`config.mk`:
```
export PLATFORM = sky130hd
export DESIGN_NAME = fsr_top
export DESIGN_NICKNAME = d
export VERILOG_FILES = /design/src/fsr_pkg.sv /design/src/fsr_bit_if.sv /design/src/fsr_bit_front.sv /design/src/fsr_top.sv
export VERILOG_INCLUDE_DIRS = /design/src /design/src/src
export SDC_FILE = /design/constraint.sdc
export NUM_CORES = 1
export LEC_CHECK = 0
export BUFFER_PORTS_ARGS = -buffer_cell sky130_fd_sc_hd__buf_2
export CORE_ASPECT_RATIO = 1.5
export CORE_MARGIN = 5
export CORE_UTILIZATION = 45
export DETAILED_ROUTE_END_ITERATION = 8
export GPL_ROUTABILITY_DRIVEN = 0
export GPL_TIMING_DRIVEN = 0
export HOLD_SLACK_MARGIN = 0.05
export PLACE_DENSITY = 0.61
export SYNTH_ARGS = -nofsm -noshare
export SYNTH_HDL_FRONTEND = slang
export SYNTH_SLANG_ARGS = --single-unit
```
`constraint.sdc`:
```
create_clock -name i_clk -period 4.7 [get_ports i_clk]
set_clock_uncertainty 0.05 [all_clocks]
set_input_delay 0.47 -clock i_clk [delete_from_list [all_inputs] [get_ports i_clk]]
set_output_delay 0.47 -clock i_clk [all_outputs]
set_load 0.01 [all_outputs]
```
`src/fsr_cfg.svh`:
```
`ifndef FSR_CFG_SVH
`define FSR_CFG_SVH

// Clock and timing
`define FSR_CLK_HZ 10000000
`define FSR_OC_TIME_MS 48
`define FSR_OC_CYCLES ((`FSR_OC_TIME_MS * `FSR_CLK_HZ + 999) / 1000)
`define FSR_OC_TW 20

// Bus address, value arbitrary
`define FSR_DEV_ADDR 7'h2A

// Control byte layout
`define FSR_CTRL_SEL_HI 7
`define FSR_CTRL_SEL_LO 6
`define FSR_CTRL_SEL_MAIN 2'h0
`define FSR_CTRL_SEL_AUX 2'h2
`define FSR_CTRL_ON_BIT 5
`define FSR_CTRL_CABLE_BIT 2

// Primary status bit positions
`define FSR_ST1_OFF_BIT 0
`define FSR_ST1_OC_BIT 2
`define FSR_ST1_PB_BIT 4
`define FSR_ST1_TH_BIT 6
`define FSR_ST1_UV_BIT 7

// Secondary status bit positions
`define FSR_ST2_CABLE_BIT 0
`define FSR_ST2_TONE_BIT 2

// Bit counter values
`define FSR_CNT_BYTE_END 4'h8
`define FSR_CNT_LAST_DATA 4'h7

`endif

```
`src/fsr_pkg.sv`:
```
package fsr_pkg;

  typedef enum logic [2:0] {
    FSR_IDLE = 3'b000,
    FSR_ADDR = 3'b001,
    FSR_WRITE = 3'b010,
    FSR_READ = 3'b011,
    FSR_IGNORE = 3'b100
  } fsr_bus_e;

  typedef struct packed {
    logic scl_q;
    logic sda_q;
    logic [3:0] cnt;
    logic [6:0] shift;
  } fsr_fe_s;

  typedef struct packed {
    fsr_bus_e st;
    logic rw;
    logic rd_sel;
    logic wrote;
    logic [7:0] tx;
    logic sda_oe;
    logic sda_out;
    logic irq;
    logic on_ctrl;
    logic cable_ctrl;
    logic fault_off;
    logic out_en;
    logic off_flag;
    logic oc_flag;
    logic th_flag;
    logic uv_flag;
    logic pb_flag;
    logic tone_flag;
    logic cable_flag;
    logic [19:0] oc_timer;
  } fsr_core_s;

endpackage : fsr_pkg

```
`src/fsr_bit_if.sv`:
```
`timescale 1ns/10ps
interface fsr_bit_if;
  logic start;
  logic stop;
  logic rise;
  logic fall;
  logic ninth;
  logic byte_rx;
  logic sda;
  logic [3:0] cnt;
  logic [7:0] rx_byte;

  modport fe (
    output start, stop, rise, fall, ninth, byte_rx, sda, cnt, rx_byte
  );
  modport core (
    input start, stop, rise, fall, ninth, byte_rx, sda, cnt, rx_byte
  );
endinterface : fsr_bit_if

```
`src/fsr_bit_front.sv`:
```
`timescale 1ns/10ps
`include "fsr_cfg.svh"
module fsr_bit_front (
  input wire logic i_clk,
  input wire logic i_rst,
  input wire logic i_scl,
  input wire logic i_sda,
  fsr_bit_if.fe bus
);

  fsr_pkg::fsr_fe_s s;
  fsr_pkg::fsr_fe_s next_s;

  always_comb begin
    bus.rise = i_scl & ~s.scl_q;
    bus.fall = ~i_scl & s.scl_q;
    bus.start = i_scl & s.scl_q & s.sda_q & ~i_sda;
    bus.stop = i_scl & s.scl_q & ~s.sda_q & i_sda;
    bus.sda = i_sda;
    bus.cnt = s.cnt;
    bus.rx_byte = {s.shift, i_sda};
    bus.byte_rx = bus.rise & (s.cnt == `FSR_CNT_LAST_DATA);
    bus.ninth = bus.rise & (s.cnt == `FSR_CNT_BYTE_END);
    next_s = s;
    next_s.scl_q = i_scl;
    next_s.sda_q = i_sda;
    if (bus.start || bus.stop) begin
      next_s.cnt = 4'h0;
    end else if (bus.rise) begin
      next_s.shift = {s.shift[5:0], i_sda};
      // Count wraps after the acknowledge clock
      next_s.cnt = bus.ninth ? 4'h0 : s.cnt + 4'h1;
    end
  end

  always_ff @(posedge i_clk or posedge i_rst) begin
    if (i_rst) begin
      s <= '{scl_q: 1'b1, sda_q: 1'b1, cnt: 4'h0, shift: 7'h00};
    end else begin
      s <= next_s;
    end
  end

endmodule : fsr_bit_front

```
`src/fsr_top.sv`:
```
`timescale 1ns/10ps
`include "fsr_cfg.svh"
//////////////////////////////////////////////////////////////////////////////
module fsr_top #(
  parameter logic [6:0] DEV_ADDR = `FSR_DEV_ADDR,
  parameter int OC_CYCLES = `FSR_OC_CYCLES,
  parameter int OC_TW = `FSR_OC_TW
) (
  input wire logic i_clk,
  input wire logic i_rst,
  input wire logic i_scl,
  input wire logic i_sda,
  output logic o_sda,
  output logic o_sda_oe,
  input wire logic i_overcurrent,
  input wire logic i_over_temp,
  input wire logic i_supply_low,
  input wire logic i_out_below_85,
  input wire logic i_out_within_90,
  input wire logic i_out_above_21,
  input wire logic i_out_below_1995,
  input wire logic i_tone_present,
  output logic o_irq,
  output logic o_output_on,
  output logic o_cable_test
);

  localparam logic [OC_TW-1:0] OC_LAST = OC_TW'(OC_CYCLES - 1);
  localparam logic [OC_TW-1:0] OC_FULL = OC_TW'(OC_CYCLES);

  fsr_bit_if bus ();
  fsr_pkg::fsr_core_s s;
  fsr_pkg::fsr_core_s next_s;
  logic [7:0] stat1;
  logic [7:0] stat2;
  logic oc_trip;
  logic ninth_rd;
  logic ack_evt;
  logic new_fault;

  fsr_bit_front u_front (
    .i_clk(i_clk),
    .i_rst(i_rst),
    .i_scl(i_scl),
    .i_sda(i_sda),
    .bus(bus.fe)
  );

  ////////////////////////////////////////////////////////////////////////////
  // Status byte images
  always_comb begin
    stat1 = 8'h00;
    stat1[`FSR_ST1_OFF_BIT] = s.off_flag;
    stat1[`FSR_ST1_OC_BIT] = s.oc_flag;
    stat1[`FSR_ST1_PB_BIT] = s.pb_flag;
    stat1[`FSR_ST1_TH_BIT] = s.th_flag;
    stat1[`FSR_ST1_UV_BIT] = s.uv_flag;
    stat2 = 8'h00;
    stat2[`FSR_ST2_CABLE_BIT] = s.cable_flag;
    stat2[`FSR_ST2_TONE_BIT] = s.tone_flag;
  end

  ////////////////////////////////////////////////////////////////////////////
  // Next state
  always_comb begin
    next_s = s;
    ack_evt = 1'b0;
    ninth_rd = bus.ninth && (s.st == fsr_pkg::FSR_READ);

    // Overcurrent persistence timer, saturates so it trips once
    oc_trip = 1'b0;
    if (!i_overcurrent) begin
      next_s.oc_timer = '0;
    end else if (s.oc_timer != OC_FULL) begin
      next_s.oc_timer = s.oc_timer + OC_TW'(1);
      oc_trip = (s.oc_timer == OC_LAST);
    end

    // Bus sequencing
    if (bus.start) begin
      next_s.st = fsr_pkg::FSR_ADDR;
      next_s.rd_sel = 1'b0;
      next_s.sda_oe = 1'b0;
    end else if (bus.stop) begin
      next_s.st = fsr_pkg::FSR_IDLE;
      next_s.sda_oe = 1'b0;
      next_s.wrote = 1'b0;
    end else begin
      if (bus.byte_rx) begin
        case (s.st)
          fsr_pkg::FSR_ADDR: begin
            next_s.rw = bus.rx_byte[0];
            if (bus.rx_byte[7:1] != DEV_ADDR) begin
              next_s.st = fsr_pkg::FSR_IGNORE;
            end
          end
          fsr_pkg::FSR_WRITE: begin
            next_s.wrote = 1'b1;
            case (bus.rx_byte[`FSR_CTRL_SEL_HI:`FSR_CTRL_SEL_LO])
              `FSR_CTRL_SEL_MAIN: begin
                next_s.on_ctrl = bus.rx_byte[`FSR_CTRL_ON_BIT];
                if (bus.rx_byte[`FSR_CTRL_ON_BIT]) begin
                  next_s.fault_off = 1'b0;
                end
              end
              `FSR_CTRL_SEL_AUX: begin
                next_s.cable_ctrl = bus.rx_byte[`FSR_CTRL_CABLE_BIT];
              end
              default: begin
              end
            endcase
          end
          default: begin
          end
        endcase
      end
      if (bus.ninth) begin
        if (s.st == fsr_pkg::FSR_ADDR) begin
          next_s.st = s.rw ? fsr_pkg::FSR_READ : fsr_pkg::FSR_WRITE;
        end else if (ninth_rd) begin
          next_s.rd_sel = ~s.rd_sel;
          // Master not acknowledging ends the read
          if (bus.sda) begin
            next_s.st = fsr_pkg::FSR_IGNORE;
          end
        end
      end
      // Data changes only while the clock is low
      if (bus.fall) begin
        if (bus.cnt == `FSR_CNT_BYTE_END) begin
          next_s.sda_oe = (s.st == fsr_pkg::FSR_ADDR) ||
                          (s.st == fsr_pkg::FSR_WRITE);
          ack_evt = (s.st == fsr_pkg::FSR_ADDR);
        end else if (s.st != fsr_pkg::FSR_READ) begin
          next_s.sda_oe = 1'b0;
        end else if (bus.cnt == 4'h0) begin
          next_s.tx = s.rd_sel ? stat2 : stat1;
          next_s.sda_oe = s.rd_sel ? ~stat2[7] : ~stat1[7];
        end else begin
          next_s.sda_oe = ~s.tx[3'(`FSR_CNT_LAST_DATA - bus.cnt)];
        end
      end
    end

    // Latched faults: thermal and undervoltage resampled, overcurrent cleared on the ninth read clock, set wins
    if (ninth_rd) begin
      next_s.oc_flag = 1'b0;
      next_s.th_flag = i_over_temp;
      next_s.uv_flag = i_supply_low;
    end
    new_fault = (oc_trip & ~s.oc_flag) | (i_over_temp & ~s.th_flag) |
                (i_supply_low & ~s.uv_flag);
    next_s.oc_flag = next_s.oc_flag | oc_trip;
    next_s.th_flag = next_s.th_flag | i_over_temp;
    next_s.uv_flag = next_s.uv_flag | i_supply_low;
    if (oc_trip || i_over_temp || i_supply_low) begin
      next_s.fault_off = 1'b1;
    end

    // Request drops on address ack; a new fault in that cycle keeps it
    if (ack_evt) begin
      next_s.irq = 1'b0;
    end
    if (new_fault) begin
      next_s.irq = 1'b1;
    end

    next_s.out_en = next_s.on_ctrl & ~next_s.fault_off;

    // Off flag never touches the request line
    if (!next_s.out_en) begin
      next_s.off_flag = 1'b1;
    end else if (bus.stop && s.wrote) begin
      next_s.off_flag = 1'b0;
    end

    // Self-clearing flags follow their conditions
    if (!s.out_en || i_out_below_85) begin
      next_s.pb_flag = 1'b1;
    end else if (i_out_within_90) begin
      next_s.pb_flag = 1'b0;
    end
    if (!s.cable_ctrl) begin
      next_s.cable_flag = 1'b0;
    end else if (i_out_above_21) begin
      next_s.cable_flag = 1'b1;
    end else if (i_out_below_1995) begin
      next_s.cable_flag = 1'b0;
    end
    next_s.tone_flag = i_tone_present;
  end

  ////////////////////////////////////////////////////////////////////////////
  // State register; all flags zero only when healthy and enabled
  always_ff @(posedge i_clk or posedge i_rst) begin
    if (i_rst) begin
      s <= '0;
      s.st <= fsr_pkg::FSR_IDLE;
      s.irq <= 1'b1;
      s.uv_flag <= 1'b1;
      s.off_flag <= 1'b1;
      s.pb_flag <= 1'b1;
    end else begin
      s <= next_s;
    end
  end

  assign o_sda = s.sda_out;
  assign o_sda_oe = s.sda_oe;
  assign o_irq = s.irq;
  assign o_output_on = s.out_en;
  assign o_cable_test = s.cable_ctrl;

endmodule : fsr_top

```
==> results of run 1 <==
-- flip-flops by register name, summed over array words and instances, names as in the netlist --
register,flops
u_front.bus.rx_byte,7
o_irq,1
o_output_on,1
s,40
o_sda_oe,1
o_cable_test,1
u_front.bus.cnt,4
u_front.s,2
-- power by group through the flow --
stage	clock network, mW	logic (mW)	registers [mW]
2_1_floorplan	0	0.0912	0.558
3_3_place_gp	0	0.125	0.566
3_5_place_dp	0	0.131	0.567
4_1_cts	0.468	0.131	0.557
5_1_grt	0.498	0.150	0.562
6_report	0.456	0.129	0.557
-- kinds of logic after synthesis --
group / after synthesis / share of synthesized area [%]
DFF: 57 / 49.7
AOI/OAI and AO/OA: 43 / 10.2
xor gates and xnor gates: 14 / 4.25
and+or+nand+nor: 134 / 26.3
adders and majority gates: 4 / 1.73
buffers and inverters: 25 / 3.38
other: 1 / 0.130
muxes: 12 / 4.29
-- synth_stat cells, types with 4 or more instances --
cell type | number | area share [%]
dfrtp_1 | 51 | 44
nand2_1 | 43 | 5.6
inv_1 | 15 | 1.9
o21ai_0 | 14 | 2.4
nand3_1 | 13 | 2.3
and2_1 | 10 | 2.2
clkbuf_1 | 9 | 1.2
mux2i_1 | 9 | 3.1
xnor2_1 | 9 | 2.7
nand2b_1 | 8 | 1.7
nor2_1 | 7 | 0.91
dfstp_2 | 6 | 5.5
nand4_1 | 6 | 1.3
nor3_1 | 6 | 1.0
nand3b_1 | 5 | 1.3
nor2b_1 | 5 | 1.1
xor2_1 | 5 | 1.5
and3_1 | 4 | 0.87
ha_1 | 4 | 1.7
nand4b_1 | 4 | 1.2
nor4_1 | 4 | 0.87
-- layout make-up --
class	instances	area [µm²]	share of cell area (%)
Timing Repair Buffer	16	95.1	2.91
Tap cell	74	92.6	2.83
Sequential cell	57	1430	43.8
Inverter	15	56.3	1.72
Clock buffer	9	124	3.79
Multi-Input combinational cell	208	1360	41.5
Buffer	10	41.3	1.26
Clock inverter	7	71.3	2.18
-- critical path, stage by stage (launching register included) --
cell     delay, ps
dfrtp_1        450
or4b_2         660
nor4_1         460
and4b_1        380
mux2i_1        210
-- worst min-delay path by stage --
| stage | endpoint | cells past startpoint | slack (ps) |
|---|---|---|---|
| detailed placement | s[22]$_DFFE_PP1P_ | 1 | 360 |
| global placement | s[22]$_DFFE_PP1P_ | 1 | 350 |
| finish | s[46]$_DFF_PP0_ | 2 | 110 |
| global route | u_front.bus.rx_byte[2]$_DFFE_PP0P_ | 2 | 150 |
| floorplan | o_irq$_DFFE_PP1P_ | 1 | 370 |
| CTS | s[46]$_DFF_PP0_ | 2 | 120 |
-- routing by layer --
metal | wire length, µm | global-route usage, % | vias up
met5 | 0 | 0 | -
li1 | - | - | 1072
met3 | 191 | 4.47 | 12
met4 | 134 | 7.63 | 0
met1 | 2510 | 20.4 | 1055
met2 | 3250 | 29.9 | 27
-- metrics by stage --
stage | setup WS [ps] | power [mW]
after floorplan | 2790 | 0.649
after global placement | 1980 | 0.691
after detailed placement | 2460 | 0.697
after CTS | 2430 | 1.16
after global routing | 2300 | 1.21
final | 2420 | 1.14
==> flow_summary.toml, run 1 <==
[outcome]
status = "completed"

[detailed_routing]
ant_nets = 0
wl_per_cell_um = 15.4
drtPass1Iterations = 4
viasPerCell = 5.47
drt_wl_total_um = 6090
vias = 2166
drc = 0
drt_iter0_drc = 129

[cells_and_area]
layout_commonest_cell = "dfrtp_1"
antenna_cells = 0
fill_cells = 561
finalNonFillerCells = 396
fin_nets = 333
drive_gt1_share_pct = 15.5
fin_area_um2 = 3270
fin_util_pct = 52.6
layout_common_cells = "dfrtp_1 (51), nand2_1 (43), buf_2 (15)"
area_growth_pct = 13.3

[floorplan]
start_util_pct = 46.4
ios = 17
rows = 35
die_w_um = 75.4
dieArea_um2 = 8150
die_height_um = 108
fp.coreArea_um2 = 6220

[hold_path]
hp-class = "input port to asynchronous set/reset pin"

[worst_setup_path]
arrival_ps = 2480
startpoint = "s[15]$_DFFE_PP0P_"
crit_required_ps = 4910
endpoint = "s[0]$_DFFE_PP0P_"
r2r_cells = 4
r2r-end = "s[0]$_DFFE_PP0P_"
r2r-start = "s[15]$_DFFE_PP0P_"
cp-end-kind = "flop"
cp-start-kind = "flop"
path_class = "flop to flop"
reg2reg_slack_ps = 2420
worstPathMaxFanout = 7

[synth]
synth-edff-count = 0
yosys_warnings = 0
synth_cell_types = 55
yosysSeqAreaShare_pct = 49.7
syn_avg_cell_area_um2 = 9.96
syn_area_um2 = 2890
ys_async_sr_fraction_pct = 100
ys_seq_elements = 57
yosys_most_used_dff = "dfrtp_1"
syn_inst = 290
syn-num-nets = 306

[sta]
finalCriticalPeriod_ps = 2280
timing.final.max_slew_violations = 0
worst_pin_slew_ps = 575
tns_ps = 0
setup_violations = 0
max_freq_mhz = 439
final_hold_viol_count = 0
slew_headroom_pct = 61.3
fin_crit_sh_pct = 48.4
rsz0062_at_grt = "no"
timing.hold.ws_ps = 115

[pwr]
pwr-share-clk_pct = 39.9
leakage_nw = 1.46
switching_share_pct = 28.0
p_sw_uw = 320
p_seq_share_pct = 48.8
pwr-share-comb_pct = 11.3
power_density_nw_per_um2 = 349
p_int_uw = 822
peakVddDrop_mv = 0.269

[global_route]
grt_antenna_before_repair = 0
overflow = 0
grt_pass1_wl_um = 10900
grt_use_total_pct = 17.6
grt_start_max_net_pins = 36
grt_pass1_vias = 2355

[clocking]
clk_latency_ps = 330
htreeDepth = 3
clkSlewWorstSetupHoldPaths_ps = 70
clock_tree.root_cell = "clkbuf_8"
cts_resized = 0
cts_sinks = 57
hold_buffers = 0
postCtsSetupBuffers = 0
cts_tree = "built"
clockBufferDepth = 2
numCtsBuffers = 9

[placed_design]
dp_cells = 380
detailed_place_hpwl_um = 4470
postPlaceCellArea_um2 = 3080
portBuffers = 15

[flow_run]
max-cap-violations = 0
Power figures use the tool's default switching activity.
==> inputs of run 2 (changes only) <==
--- a/config.mk
+++ b/config.mk
@@ -14,7 +14,7 @@
 export GPL_ROUTABILITY_DRIVEN = 0
 export GPL_TIMING_DRIVEN = 0
 export HOLD_SLACK_MARGIN = 0.05
-export PLACE_DENSITY = 0.61
+export PLACE_DENSITY = 0.63
 export SYNTH_ARGS = -nofsm -noshare
 export SYNTH_HDL_FRONTEND = slang
 export SYNTH_SLANG_ARGS = --single-unit
==> constraint.sdc (replaced) <==
create_clock -name i_clk -period 2.08 [get_ports i_clk]
set_clock_uncertainty 0.05 [all_clocks]
set_input_delay 0.208 -clock i_clk [delete_from_list [all_inputs] [get_ports i_clk]]
set_output_delay 0.208 -clock i_clk [all_outputs]
set_load 0.01 [all_outputs]
==> run 2 against run 1 <==
Effect of this change:
- flip-flop and latch count is the same
- total power is 120% higher
- clock power is 96% higher
- utilization grew 1.9 points
- setup slack got worse by 2400 ps
- cell area grew 3.6%
- routed wire length is 1.6% higher
- sequential share of layout area decreased by 1.4 points
==> flow_summary.toml, run 2 (synthesis results as in run 1) <==
[cells_and_area]
antenna_cells = 0
fill_cells = 567
layout_common_cells = "dfrtp_1 (47), nand2_1 (43), buf_2 (15)"
top_register = "s"
layout_commonest_cell = "dfrtp_1"
fin_area_um2 = 3390
area_growth_pct = 17.4
largest_reg_flops = 40
fin_nets = 343
drive_gt1_share_pct = 19.0

[detailed_routing]
drt_iter0_drc = 125
vias = 2204
ant_nets = 0
viasPerCell = 5.43
drc = 0
drtPass1Iterations = 4
drt_wl_total_um = 6190
wl_per_cell_um = 15.2

[sta]
rsz0062_at_grt = "yes"
setup_violations = 0
max_freq_mhz = 496
slew_headroom_pct = 59.2
timing.hold.ws_ps = 63.8
final_hold_viol_count = 0
setup_ws_ps = 64.0
worst_pin_slew_ps = 610
fin_crit_sh_pct = 96.9
finalCriticalPeriod_ps = 2020
timing.final.max_slew_violations = 0

[clocking]
cts_sinks = 57
clockBufferDepth = 2
clk_latency_ps = 330
clkSlewWorstSetupHoldPaths_ps = 70
htreeDepth = 3
clock_tree.root_cell = "clkbuf_8"
numCtsBuffers = 9
cts_tree = "built"

[global_route]
grt_antenna_before_repair = 0
grt_use_total_pct = 16.9
grt_pass1_vias = 2259
grt_start_max_net_pins = 32
grt_pass1_wl_um = 10500
overflow = 0

[floorplan]
ios = 17
start_util_pct = 46.4
rows = 35
die_height_um = 108
fp.coreArea_um2 = 6220
dieArea_um2 = 8150
die_w_um = 75.4

[worst_setup_path]
worstPathMaxFanout = 7
r2r_cells = 4
crit_required_ps = 2300
reg2reg_slack_ps = 60
cp-start-kind = "flop"
cp-end-kind = "flop"
arrival_ps = 2230
r2r-start = "s[2]$_DFFE_PP0P_"
path_class = "flop to flop"
r2r-end = "s[19]$_DFFE_PP0P_"
startpoint = "s[2]$_DFFE_PP0P_"

[pwr]
leakage_nw = 1.50
peakVddDrop_mv = 0.342
total_power_mw = 2.46
power_density_nw_per_um2 = 725

[outcome]
status = "completed"

[flow_run]
max-cap-violations = 0

[placed_design]
detailed_place_hpwl_um = 4470
postPlaceCellArea_um2 = 3080
pre_cts_slack_ps = -128
portBuffers = 15

[hold_path]
hold_depth = 2
worstHoldStart = "i_supply_low"
hp-class = "input port to flop"
hold_end = "o_output_on$_DFF_PP0_"
==> run 2: cell types whose count changed in the layout (fill, tap and decap cells not counted), sizes merged <==
| cell | change |
|---|---|
| dlygate4sd3 | +8 |
| bufinv | -1 |
| clkinvlp | -1 |
| buf | +2 |
| clkinv | +2 |
==> run 2: what timing repair did <==
action,4_1_cts,5_1_grt
hold buffers,7,1
pin swaps,2,2
buffers inserted,1,1
hold endpoints to repair,29,1
setup endpoints to repair,5,21
gates cloned,0,0
gates resized for setup,4,9
==> run 2: metal layers <==
layer  part of all wire (%)  routed length (µm)  track usage (%)  up-vias
met2                     54                3360             28.9       23
met3                    2.4                 146             4.47       11
met4                    2.2                 138             7.00        0
met1                     41                2550             19.3     1071
li1                       -                   -                -     1099
met5                      0                   0                0        -
==> run 2: worst max-delay path, cell delays in order (launching register included) <==
cell and delay, ps:
dfrtp_1 440, nand4_1 190, or4_4 610, or4_1 510, a21boi_1 140
==> run 2: cell type report <==
type	count	area [µm²]	share of cell area, %
Buffer	10	42.5	1.26
Clock buffer	9	124	3.65
Clock inverter	7	47.5	1.40
Inverter	15	56.3	1.66
Multi-Input combinational cell	208	1400	41.2
Sequential cell	57	1440	42.5
Tap cell	74	92.6	2.73
Timing Repair Buffer	26	190	5.61
==> run 2: worst max-delay path by stage <==
stage	endpoint	slack, ps	depth (start not counted)
final	s[19]$_DFFE_PP0P_	60	4
after global routing	s[0]$_DFFE_PP0P_	-50	4
after CTS	s[0]$_DFFE_PP0P_	5	4
after detailed placement	s[0]$_DFFE_PP0P_	-130	4
after global placement	s[38]$_DFFE_PP0P_	-350	2
after floorplan	s[0]$_DFFE_PP0P_	170	4
==> run 2: where the power goes <==
| part | total (mW) | internal (mW) | switching [mW] |
|---|---|---|---|
| Clock | 0.896 | 0.428 | 0.468 |
| Sequential | 1.26 | 1.19 | 0.0727 |
| Combinational | 0.300 | 0.129 | 0.171 |
| Total | 2.46 | 1.75 | 0.712 |
==> run 2: metrics by stage <==
| step | TNS [ps] | std cells | util [%] |
|---|---|---|---|
| 3_3_place_gp | -18130 | 379 | 49.1 |
| 2_1_floorplan | 0 | 290 | - |
| 6_report | 0 | 406 | 54.5 |
| 5_1_grt | -86.5 | 406 | 54.5 |
| 4_1_cts | 0 | 404 | 53.7 |
| 3_5_place_dp | -367 | 380 | 49.5 |
==> inputs of run 3 (changes only) <==
--- a/config.mk
+++ b/config.mk
@@ -14,7 +14,7 @@
 export GPL_ROUTABILITY_DRIVEN = 0
 export GPL_TIMING_DRIVEN = 0
 export HOLD_SLACK_MARGIN = 0.05
-export PLACE_DENSITY = 0.63
+export SLEW_MARGIN = 20
 export SYNTH_ARGS = -nofsm -noshare
 export SYNTH_HDL_FRONTEND = slang
 export SYNTH_SLANG_ARGS = --single-unit
==> run 3 against run 2 <==
Effect of this change:
- sequential share of layout area decreased by 1.3 points
- via count rose by 2.4%
- flip-flop and latch count unchanged
- register-to-register slack about the same
- clock power grew 34%
- count of clock-buffer cells in the layout grew 2
- critical path type unchanged
- highest routed layer unchanged
==> flow_summary.toml, run 3 (synthesis results as in run 1) <==
[outcome]
status = "completed"

[floorplan]
start_util_pct = 46.4
die_height_um = 108
dieArea_um2 = 8150
ios = 17
rows = 35
die_w_um = 75.4
fp.coreArea_um2 = 6220

[worst_setup_path]
cp_slowest_stage_delay_ps = 670
worst_path_dominant_cell_family = "simple AND/OR/NAND/NOR gates"
r2r-start = "s[45]$_DFF_PP0_"
cp-start-kind = "flop"
path_class = "flop to flop"
arrival_ps = 2200
worst-path-buf-inv = 0
cp-end-kind = "flop"
reg2reg_slack_ps = 80
slowest_stage = "or4b_2"
worstPathMaxFanout = 7
startpoint = "s[45]$_DFF_PP0_"
r2r-end = "o_output_on$_DFF_PP0_"
crit_chain = "or2_2, or4b_2, mux2i_1, nor4_2"
worst-path-stages = 4
crit_required_ps = 2280
endpoint = "o_output_on$_DFF_PP0_"
r2r_cells = 4

[sta]
final_hold_viol_count = 0
max_freq_mhz = 499
finalCriticalPeriod_ps = 2000
setup_violations = 0
timing.final.max_slew_violations = 0
slew_headroom_pct = 59.9
worst_pin_slew_ps = 601
fin_crit_sh_pct = 96.3

[detailed_routing]
drtPass1Iterations = 4
vias = 2257
wl_per_cell_um = 15.4
drt_wl_total_um = 6310
drt_iter0_drc = 84
viasPerCell = 5.49
drc = 0
ant_nets = 0

[clocking]
clock_tree.root_cell = "clkbuf_8"
clkSlewWorstSetupHoldPaths_ps = 70
cts_tree = "built"
numCtsBuffers = 9
cts_sinks = 57
htreeDepth = 3
clockBufferDepth = 2
clk_latency_ps = 340

[cells_and_area]
largest_reg_flops = 40
multi_input_area_um2 = 1400
layout_common_cells = "nand2_1 (43), dfrtp_1 (41), buf_2 (15)"
layout_commonest_cell = "nand2_1"
fin_nets = 348
fin_area_um2 = 3520
fill_cells = 570
top_register = "s"
area_growth_pct = 21.8
regArea_um2 = 1450
drive_gt1_share_pct = 22.6
antenna_cells = 0
fin_util_pct = 56.6

[global_route]
grt_antenna_before_repair = 0
overflow = 0
grt_start_max_net_pins = 58
grt_pass1_wl_um = 10800
grt_pass1_vias = 2263
grt_use_total_pct = 17.4

[hold_path]
hp-class = "input port to flop"
hold_depth = 3
worstHoldStart = "i_out_below_1995"

[pwr]
power_density_nw_per_um2 = 790
leakage_nw = 1.55
peakVddDrop_mv = 0.470

[placed_design]
detailed_place_hpwl_um = 4270
portBuffers = 15
postPlaceCellArea_um2 = 3090

[flow_run]
max-cap-violations = 0
run 3: changes by cell type in the layout (fill, tap and decap cells not counted), sizes merged:
cell         change
dlygate4sd3      +1
bufinv           +2
clkinvlp         -1
buf              +6
clkinv           -3
run 3: metal layers:
metal  wire (µm)  track usage [%]
met5           0                0
met4         189             8.63
met3         152             3.63
met2        3400             30.6
met1        2570             19.3
run 3: worst min path at each step:
| stage | end | slack, ps |
|---|---|---|
| after CTS | s[20]$_DFFE_PP0P_ | 100 |
| after floorplan | u_front.s[11]$_DFF_PP1_ | 160 |
| after detailed placement | s[3]$_DFFE_PP0P_ | 240 |
| final | s[20]$_DFFE_PP0P_ | 110 |
| after global placement | s[21]$_DFF_PP0_ | 270 |
| after global routing | s[20]$_DFFE_PP0P_ | 120 |
run 3: cell type report:
class | instances | share of cell area [%]
repair buffers | 33 | 7.18
plain buffers | 8 | 0.996
well taps | 74 | 2.63
clock buffers | 11 | 4.30
multi-input cells | 208 | 39.9
clock inverters | 5 | 2.20
flip-flops and latches | 57 | 41.1
inverters | 15 | 1.67
run 3: worst min-delay path, stage by stage:
cell and delay [ps]:
buf_2 70, nor2b_1 30, o21a_1 150
run 3: per-stage QoR:
stage	cells	setup slack [ps]	hold slack [ps]	setup TNS, ps	power (mW)
after floorplan	290	173	162	0	1.47
after detailed placement	380	-112	239	-401	1.58
after global routing	411	-0.745	119	-0.745	2.91
after global placement	379	-360	266	-18640	1.56
final	411	77.0	111	0	2.78
after CTS	406	6.86	105	0	2.79
run 3: power breakdown:
group | total, mW | switching [mW] | leakage, nW | internal [mW]
Sequential | 1.26 | 0.0709 | 0.730 | 1.19
Clock | 1.20 | 0.464 | 0.115 | 0.735
Combinational | 0.318 | 0.177 | 0.709 | 0.141
Total | 2.78 | 0.712 | 1.55 | 2.07
run 3: timing repair:
action | 4_1_cts | 5_1_grt
endpoints found under the hold margin | 57 | 0
pin swaps | 1 | 4
setup endpoints to repair | 7 | 22
gates resized for setup | 4 | 17
setup buffers | 1 | 7
hold buffers | 9 | 0
